--- config.mk ---
export PLATFORM = sky130hd
export DESIGN_NAME = paged_branch_target_unit
export DESIGN_NICKNAME = d
export VERILOG_FILES = /design/src/verilog/branch_pkg.sv /design/src/verilog/paged_branch_target_unit.sv /design/src/verilog/pc_incr.sv /design/src/verilog/rom_reader.sv
export SDC_FILE = /design/constraint.sdc
export NUM_CORES = 1
export LEC_CHECK = 0
export BUFFER_PORTS_ARGS = -buffer_cell sky130_fd_sc_hd__clkbuf_2
export CAP_MARGIN = 40
export CELL_PAD_IN_SITES_DETAIL_PLACEMENT = 1
export CELL_PAD_IN_SITES_GLOBAL_PLACEMENT = 1
export CORE_ASPECT_RATIO = 0.6
export CORE_MARGIN = 3
export CORE_UTILIZATION = 34
export CTS_BUF_LIST = sky130_fd_sc_hd__clkbuf_4 sky130_fd_sc_hd__clkbuf_8
export DETAILED_ROUTE_END_ITERATION = 7
export PLACE_DENSITY = 0.87
export SETUP_SLACK_MARGIN = 0.5
export SYNTH_ARGS = -nofsm -noshare
export SYNTH_HDL_FRONTEND = slang
export SYNTH_SLANG_ARGS = --single-unit
--- constraint.sdc ---
create_clock -name ref_clk -period 1.6 [get_ports ref_clk]
set_input_delay 0.32 -clock ref_clk [delete_from_list [all_inputs] [get_ports ref_clk]]
set_output_delay 0.32 -clock ref_clk [all_outputs]
set_load 0.01 [all_outputs]
--- src/verilog/branch_pkg.sv ---
package branch_pkg;
  // program address layout
  localparam int PC_W = 10;
  localparam int OFS_W = 6;
  localparam int PAGE_W = 4;
  localparam int BLK_W = 2;
  localparam int IDX_W = 8;
  localparam int WORD_W = 8;
  localparam int NPAGES = 16;
  localparam logic [PAGE_W-1:0] PAGE_SUB_LO = 4'h2;
  localparam logic [PAGE_W-1:0] PAGE_SUB_HI = 4'h3;
  localparam logic [PAGE_W-1:0] PAGE_CALL = 4'h2;
  localparam logic [OFS_W-1:0] OFS_LAST = 6'h3f;
  localparam logic [PC_W-1:0] PC_RESET = 10'h000;
  localparam logic [PC_W-1:0] PC_ONE = 10'h001;
  localparam logic [WORD_W-1:0] LATCH_RESET = 8'h00;
  // subroutine-page jump field: low bit of page plus offset
  localparam int SUBJ_W = OFS_W + 1;

  typedef enum logic [2:0] {
    OP_NONE = 3'b000,
    OP_LOCAL_JUMP = 3'b001,
    OP_SHORT_CALL = 3'b010,
    OP_INDIRECT_JUMP = 3'b011,
    OP_TABLE_LOAD = 3'b100,
    OP_LONG_CALL = 3'b101
  } op_t;

  typedef enum logic [1:0] {
    ST_FETCH = 2'b00,
    ST_PTR = 2'b01,
    ST_LOOK = 2'b10
  } state_t;
endpackage

--- src/verilog/paged_branch_target_unit.sv ---
`timescale 1ns/10ps
module paged_branch_target_unit (
  // clock and reset
  input wire logic ref_clk,
  input wire logic resetn,
  // instruction issue
  input wire logic op_valid,
  output logic op_ready,
  input wire branch_pkg::op_t op_kind,
  input wire logic [branch_pkg::SUBJ_W-1:0] op_field,
  input wire logic [branch_pkg::PC_W-1:0] long_target,
  // accumulator and memory digit
  input wire logic [3:0] acc,
  input wire logic [3:0] mem_digit,
  // program rom
  output logic [branch_pkg::PC_W-1:0] rom_addr,
  input wire logic [branch_pkg::WORD_W-1:0] rom_data,
  // program counter and stack push
  output logic [branch_pkg::PC_W-1:0] pc,
  output logic push_valid,
  output logic [branch_pkg::PC_W-1:0] push_addr,
  // output latch
  output logic [branch_pkg::WORD_W-1:0] out_latch,
  output logic out_latch_load,
  // misuse flag
  output logic call_misuse
);
  branch_pkg::state_t state_q, state_d;
  logic [branch_pkg::PC_W-1:0] pc_q, pc_d;
  logic [branch_pkg::PC_W-1:0] pc_inc;
  logic [branch_pkg::PC_W-1:0] exec_q;
  logic [branch_pkg::WORD_W-1:0] latch_q;
  logic [branch_pkg::WORD_W-1:0] rd_data;
  logic [branch_pkg::PC_W-1:0] rd_addr;
  logic rd_en;
  logic push_q, load_q, misuse_q;
  logic [branch_pkg::PC_W-1:0] push_addr_q;

  function automatic logic [branch_pkg::PAGE_W-1:0] page_of(
    input logic [branch_pkg::PC_W-1:0] a);
    page_of = a[branch_pkg::PC_W-1:branch_pkg::OFS_W];
  endfunction

  function automatic logic [branch_pkg::BLK_W-1:0] block_of(
    input logic [branch_pkg::PC_W-1:0] a);
    block_of = a[branch_pkg::PC_W-1:branch_pkg::IDX_W];
  endfunction

  function automatic logic in_sub_pages(
    input logic [branch_pkg::PC_W-1:0] a);
    in_sub_pages = (page_of(a) == branch_pkg::PAGE_SUB_LO) ||
      (page_of(a) == branch_pkg::PAGE_SUB_HI);
  endfunction

  // incremented counter used by the jump, call, rom address and return address logic below
  pc_incr #(
    .W(branch_pkg::PC_W)
  ) u_incr (
    .pc_in(pc_q),
    .pc_out(pc_inc)
  );

  wire logic sub_now = in_sub_pages(pc_inc);
  wire logic [branch_pkg::OFS_W-1:0] fld_ofs =
    op_field[branch_pkg::OFS_W-1:0];
  // last offset is never produced by a jump encoding
  wire logic fld_last = (fld_ofs == branch_pkg::OFS_LAST);
  wire logic [branch_pkg::OFS_W-1:0] jmp_ofs =
    fld_last ? pc_inc[branch_pkg::OFS_W-1:0] : fld_ofs;
  wire logic [branch_pkg::PAGE_W-1:0] jmp_page =
    sub_now ? {branch_pkg::PAGE_SUB_LO[branch_pkg::PAGE_W-1:1],
               op_field[branch_pkg::OFS_W]}
            : page_of(pc_inc);
  wire logic [branch_pkg::PC_W-1:0] jump_tgt =
    fld_last ? pc_inc : {jmp_page, jmp_ofs};
  wire logic [branch_pkg::PC_W-1:0] call_tgt =
    fld_last ? pc_inc : {branch_pkg::PAGE_CALL, fld_ofs};
  wire logic [branch_pkg::IDX_W-1:0] am_idx = {acc, mem_digit};
  wire logic [branch_pkg::PC_W-1:0] am_addr =
    {block_of(pc_inc), am_idx};
  wire logic [branch_pkg::PC_W-1:0] ind_tgt =
    {block_of(exec_q), rd_data};
  wire logic issue = op_valid && (state_q == branch_pkg::ST_FETCH);
  wire logic is_ind = op_kind == branch_pkg::OP_INDIRECT_JUMP;
  wire logic is_tab = op_kind == branch_pkg::OP_TABLE_LOAD;

  assign op_ready = (state_q == branch_pkg::ST_FETCH);
  assign rd_en = issue && (is_ind || is_tab);
  assign rd_addr = am_addr;

  rom_reader #(
    .AW(branch_pkg::PC_W),
    .DW(branch_pkg::WORD_W)
  ) u_rom (
    .ref_clk(ref_clk),
    .resetn(resetn),
    .rd_en(rd_en),
    .rd_addr(rd_addr),
    .rom_addr(rom_addr),
    .rom_data(rom_data),
    .rd_data(rd_data)
  );

  always_comb begin
    state_d = state_q;
    pc_d = pc_q;
    unique case (state_q)
      branch_pkg::ST_FETCH: begin
        if (op_valid) begin
          pc_d = pc_inc;
          unique case (op_kind)
            branch_pkg::OP_LOCAL_JUMP: pc_d = jump_tgt;
            branch_pkg::OP_SHORT_CALL: pc_d = call_tgt;
            branch_pkg::OP_LONG_CALL: pc_d = long_target;
            branch_pkg::OP_INDIRECT_JUMP: state_d = branch_pkg::ST_PTR;
            branch_pkg::OP_TABLE_LOAD: state_d = branch_pkg::ST_LOOK;
            default: pc_d = pc_inc;
          endcase
        end
      end
      branch_pkg::ST_PTR: begin
        pc_d = ind_tgt;
        state_d = branch_pkg::ST_FETCH;
      end
      branch_pkg::ST_LOOK: begin
        state_d = branch_pkg::ST_FETCH;
      end
      default: state_d = branch_pkg::ST_FETCH;
    endcase
  end

  always_ff @(posedge ref_clk or negedge resetn) begin
    if (!resetn) begin
      state_q <= branch_pkg::ST_FETCH;
      pc_q <= branch_pkg::PC_RESET;
    end else begin
      state_q <= state_d;
      pc_q <= pc_d;
    end
  end

  always_ff @(posedge ref_clk or negedge resetn) begin
    if (!resetn) begin
      exec_q <= branch_pkg::PC_RESET;
      push_q <= 1'b0;
      push_addr_q <= branch_pkg::PC_RESET;
      misuse_q <= 1'b0;
    end else begin
      push_q <= issue && ((op_kind == branch_pkg::OP_SHORT_CALL) ||
        (op_kind == branch_pkg::OP_LONG_CALL));
      misuse_q <= issue && (op_kind == branch_pkg::OP_SHORT_CALL) &&
        sub_now;
      if (issue) begin
        exec_q <= pc_inc;
        push_addr_q <= pc_inc;
      end
    end
  end

  always_ff @(posedge ref_clk or negedge resetn) begin
    if (!resetn) begin
      latch_q <= branch_pkg::LATCH_RESET;
      load_q <= 1'b0;
    end else begin
      load_q <= (state_q == branch_pkg::ST_LOOK);
      if (state_q == branch_pkg::ST_LOOK) begin
        latch_q <= rd_data;
      end
    end
  end

  assign pc = pc_q;
  assign push_valid = push_q;
  assign push_addr = push_addr_q;
  assign out_latch = latch_q;
  assign out_latch_load = load_q;
  assign call_misuse = misuse_q;
endmodule

--- src/verilog/pc_incr.sv ---
`timescale 1ns/10ps
// program counter increment with page carry
module pc_incr #(
  parameter int W = 10
) (
  // address in
  input wire logic [W-1:0] pc_in,
  // address out
  output logic [W-1:0] pc_out
);
  // carry runs out of the offset into the page number
  assign pc_out = pc_in + W'(1);
endmodule

--- src/verilog/rom_reader.sv ---
`timescale 1ns/10ps
// registered read port of the program rom
module rom_reader #(
  parameter int AW = 10,
  parameter int DW = 8
) (
  // clock and reset
  input wire logic ref_clk,
  input wire logic resetn,
  // request
  input wire logic rd_en,
  input wire logic [AW-1:0] rd_addr,
  // rom pins
  output logic [AW-1:0] rom_addr,
  input wire logic [DW-1:0] rom_data,
  // registered result
  output logic [DW-1:0] rd_data
);
  assign rom_addr = rd_addr;

  always_ff @(posedge ref_clk or negedge resetn) begin
    if (!resetn) begin
      rd_data <= '0;
    end else if (rd_en) begin
      rd_data <= rom_data;
    end
  end
endmodule
# After elaboration in Yosys (flattened, before gate mapping)
# Cells that the tools add are included.
dict set report word_totals {
  regBits 41
  wordCells 42
}
dict set report op_classes {
  n_eq_ne 12
  n_reduce_logical 12
  mux 9
  addsub 1
}
# op count
set ops {}
lappend ops {{2-to-1 mux 10 bit} 3}
lappend ops {{case mux 10 bit (3 select lines)} 1}
lappend ops {{case mux 10 bit (2 select lines)} 1}
lappend ops {{adder 10 x 1 -> 10 bit, second input constant} 1}
lappend ops {{== test 4 x 2 -> 1 bit, second input constant} 2}
lappend ops {{== test 3 x 2 -> 1 bit, second input constant} 2}
lappend ops {{== test 3 bit, second input constant} 2}
lappend ops {{== test 6 bit, second input constant} 1}
lappend ops {{logical AND 1 bit} 5}
lappend ops {{2-to-1 mux 2 bit} 2}
lappend ops {{2-to-1 mux 4 bit} 1}
lappend ops {{case mux 2 bit (2 select lines)} 1}
lappend ops {{AND reduction 2 bit} 2}
lappend ops {{== test 3 x 1 -> 1 bit, second input constant} 1}
lappend ops {{logical OR 1 bit} 3}
lappend ops {{!= test 3 x 1 -> 1 bit, second input constant} 1}
lappend ops {{== test 2 x 1 -> 1 bit, second input constant} 1}
lappend ops {{== test 2 bit, second input constant} 1}
lappend ops {{logical NOT 2 bit} 1}
lappend ops {{!= test 2 bit, second input constant} 1}
lappend ops {{nonzero test 2 bit} 1}

# Logic depth before layout (Yosys ltp)
dict set report depth {
  depth_word 8
  ltp_mapped 7
}

# Modules after synthesis
# A second synthesis with hierarchy kept.
dict set report unflattened {
  hier_cells 217
  area_unflattened_um2 2203.4
}
# module area_per_inst_um2 seq_area_each_um2 cells_per_inst n_inst
set by_module_without_submodules {}
lappend by_module_without_submodules {paged_branch_target_unit 1632.8 825.8 166 1}
lappend by_module_without_submodules {rom_reader 406.6 200.2 27 1}
lappend by_module_without_submodules {pc_incr 163.9 0.0 24 1}

# Least setup slack after synthesis
# No wires, ideal clock.
dict set report synth_timing {
  path_kind {reg2reg}
  from {reg pc_q (netlist bit pc[0])}
  to {reg pc_q (netlist bit pc[4])}
  path_buffers 0
  slack_ns -0.145
  t_arrival_ns 1.618
  stages_incl_launch_ff 7
  cell_sequence {dfrtp_1 > ha_1 > nand3_1 > xnor2_1 > a221oi_1 > a21oi_1 > a221o_2}
}
dict set report synth_via {
  elab_chain_len 5
  elab_cells_between_ends 6
}
# element line_no
set synth_lines {}
lappend synth_lines {{start: declaration} paged_branch_target_unit.sv:29} ;# logic [branch_pkg::PC_W-1:0] pc_q, pc_d;
lappend synth_lines {{start signal: assignment} paged_branch_target_unit.sv:135} ;# pc_q <= branch_pkg::PC_RESET;
lappend synth_lines {{start signal: assignment} paged_branch_target_unit.sv:138} ;# pc_q <= pc_d;
lappend synth_lines {{adder 10 x 1 -> 10 bit (*)} pc_incr.sv:12} ;# assign pc_out = pc_in + W'(1);
lappend synth_lines {{2-to-1 mux 10 bit, on equally long branches} {paged_branch_target_unit.sv:77, paged_branch_target_unit.sv:75}}
lappend synth_lines {{case mux 10 bit (3 select lines) (*)} paged_branch_target_unit.sv:111} ;# unique case (op_kind)
lappend synth_lines {{2-to-1 mux 10 bit (*)} paged_branch_target_unit.sv:109} ;# if (op_valid) begin
lappend synth_lines {{case mux 10 bit (2 select lines) (*)} paged_branch_target_unit.sv:107} ;# unique case (state_q)
# Mark *: on every way between the ends. The rest lies on a longest branch, timed or not. The select of a mux whose other input is x is not followed.
# A chain may end at the register's enable or synchronous reset.

# Final worst setup path
dict set report layout_timing {
  from {reg pc_q (netlist bit pc[0])}
  to {reg pc_q (netlist bit pc[6])}
}
dict set report layout_via {
  elab_chain_len 8
  elab_cells_between_ends 10
}
# element line_no
set layout_lines {}
lappend layout_lines {{adder 10 x 1 -> 10 bit (*)} pc_incr.sv:12}
lappend layout_lines {{== test 4 x 2 -> 1 bit, on equally long branches} {paged_branch_target_unit.sv:51, paged_branch_target_unit.sv:52}}
lappend layout_lines {{logical OR 1 bit} paged_branch_target_unit.sv:51} ;# in_sub_pages = (page_of(a) == branch_pkg::PAGE_SUB_LO) ||
lappend layout_lines {{2-to-1 mux 4 bit} paged_branch_target_unit.sv:71} ;# sub_now ? {branch_pkg::PAGE_SUB_LO[branch_pkg::PAGE_W-1:1],
lappend layout_lines {{2-to-1 mux 10 bit} paged_branch_target_unit.sv:75} ;# fld_last ? pc_inc : {jmp_page, jmp_ofs};
lappend layout_lines {{case mux 10 bit (3 select lines) (*)} paged_branch_target_unit.sv:111}
lappend layout_lines {{2-to-1 mux 10 bit (*)} paged_branch_target_unit.sv:109}
lappend layout_lines {{case mux 10 bit (2 select lines) (*)} paged_branch_target_unit.sv:107}
# Marked as above.

==> qor.txt <==
max-slew violations: 0
Final Cycle Share: 124%
routability cong.: 0.906
status: complete, but fails checks
Max H-tree Level: 2
root buffer selected by CTS: clkbuf_8
clk slew on worst S/H paths: 0.11 ns
library cells used by synthesis: 49
WS Path Type: flip-flop to flip-flop
register area share after synthesis: 46.4%
syn nets: 264
final worst path period need: 1.98 ns
Max VDD drop: 0.000623 V
DRC viols: 0
crit path launch type: flip-flop
Inserted Diodes: 0
Lkg Pwr: 1.95 nW
Placement Setup Slack: -0.196 ns
Post-synth top flop: dfrtp_1
full die area: 7550 um2
first-pass GRT wire length: 15.7 mm
top cells by area, synth: dfrtp_1 (46%), mux2_2 (8.1%), nand2_1 (5.1%)
power per cell area: 1260 nW/um2
WL/cell: 29.6 um
total power: 5.20 mW
relative slew slack: 64.8%
cell count after synthesis: 224
Final Net Count: 410
Setup crit end kind: flip-flop
yosys warns: 0
syn_area_per_cell: 9.88 um2
Final setup viols: 21
Max clock buf depth: 2
CTS tree: built
post-synth top area cell: dfrtp_1
clock latency on the worst-skew pair: 0.33 ns
Crit path arrival time: 2.16 ns
Buffers on Ports: 64
post-route ant nets: 0
worst-path maximum fanout: 4
failing checks: setup timing
Cell Area, Synth: 2210 um2
Remaining Overflow, GRT: 0
final core occ: 66.7%
most numerous cell in the Yosys netlist: dfrtp_1
unrepaired setup endpoints after global routing: true
cts bufs inserted: 5
Placed Instances: 399
fmax: 0.505 GHz
Post-Route WL: 13.5 mm
area of the multi-input gates: 1590 um2
FP Rows: 22
Synth top area share: 46.4%
area added between synthesis and finish: 86.7%
post-synthesis register bit count: 41
core area: 6190 um2
worst path required time: 1.78 ns
Max Clock Skew: 0.0156 ns
final hold vios: 0
Least-Margin Pin Slew: 0.529 ns
Hold WS: 0.231 ns
vias in the first global route: 2687
register area: 1040 um2
hpwl dp: 6.17 mm
Clock Sinks: 41
post-DR vias/cell: 5.88
DIE HEIGHT: 68.5 um
setup ws final: -0.380 ns
largest net degree at the start of global routing: 42
fraction of layout cells with a size suffix above 1: 71.2%
Initial Util: 35.7%
Cell Count, Final, Fillers Out: 455
number of flops mapped to enable cells by yosys: 0
GRT Overall Usage: 28.9%
initial antenna violation count: 0
DRT Pass-1 Iters: 5
Layout fillers: 625
ys async rst share: 100%
initial DRC count: 250
Ports: 81
max-cap violations: 0
HP Class: primary input to flip-flop
via count: 2676
Die Wd: 110 um
Synth top cells by count: dfrtp_1 (41), nand2_1 (30), mux2_2 (16)
==> per-stage QoR <==
stage / cell area (um2) / TNS, ns
2_1_floorplan: 2440 / -0.0380
3_3_place_gp: 3030 / -0.450
3_5_place_dp: 3030 / -1.26
4_1_cts: 3720 / -0.865
5_1_grt: 4130 / -3.34
6_report: 4130 / -2.71
==> metal layers <==
metal  GRT usage, %  share of wire, %  vias to the layer above
met4           11.2               4.0                        0
li1               -                 -                     1083
met2           45.8                48                      192
met1           37.4                39                     1356
met3           8.93               9.1                       45
met5              0                 0                        -
==> cell type report <==
cell class	instances	area share, %
Multi-Input combinational cell	157	38.4
Timing Repair Buffer	161	31.4
Sequential cell	41	25.1
Tap cell	84	2.54
Clock buffer	5	1.67
Clock inverter	3	0.545
Inverter	4	0.363
==> critical path: stages (launching register included) <==
cell,delay (ns)
dfrtp_2,0.45
ha_4,0.23
nand3_4,0.13
o21ai_2,0.19
a21oi_2,0.13
a222oi_1,0.52
nand4_1,0.18
==> flip-flops by register name, summed over array words and instances, names as in the netlist <==
signal	flops
pc	10
push_addr	10
out_latch	8
u_rom.rd_data	8
state_q	2
call_misuse	1
out_latch_load	1
push_valid	1
==> power by group <==
part | internal, mW | total (mW) | switching, mW
registers | 1.32 | 1.63 | 0.304
clock network | 0.307 | 0.768 | 0.461
logic | 1.50 | 2.81 | 1.31
==> repair_timing <==
item | in CTS | in global routing
endpoints found under the hold margin | 32 | 0
hold buffers | 1 | 0
cloned | 1 | 0
gates resized for setup | 92 | 73
pin swaps | 16 | 18
buffers inserted | 23 | 23
setup endpoints to repair | 75 | 74
==> final timing paths <==
kind / endpoint / slack [ns] / cells after the start / startpoint
setup / recovery: pc[6] / -0.38 / 6 / pc[0]
hold / removal: u_rom.rd_data[3] / 0.23 / 2 / rom_data[3]
setup reg to reg: pc[6] / -0.38 / 6 / pc[0]
hold reg to reg: push_addr[4] / 0.49 / 2 / push_addr[4]
max in group asynchronous: pc[8] / 0.80 / 3 / resetn
min in group asynchronous: pc[0] / 0.54 / 3 / resetn
==> logic make-up after synthesis <==
family / share of synthesized area [%]
XOR/XNOR: 2.77
flip-flops: 46.4
AO/OA/AOI/OAI: 16.8
AND/OR/NAND/NOR: 18.8
adder cells (fa/ha/maj): 0.565
multiplexers: 8.14
buffers and inverters: 6.56
==> layout by cell type, fill, tap and decap left out, drive strengths merged, types with 6 or more instances in the layout <==
cell / count
dfrtp: 41
nand2: 30
o21ai: 10
a21oi: 10
buf: 125
nor3: 6
clkbuf: 40
mux2: 16
nor2: 14
nor2b: 7
Note: power is estimated with default switching activity, not from simulation.
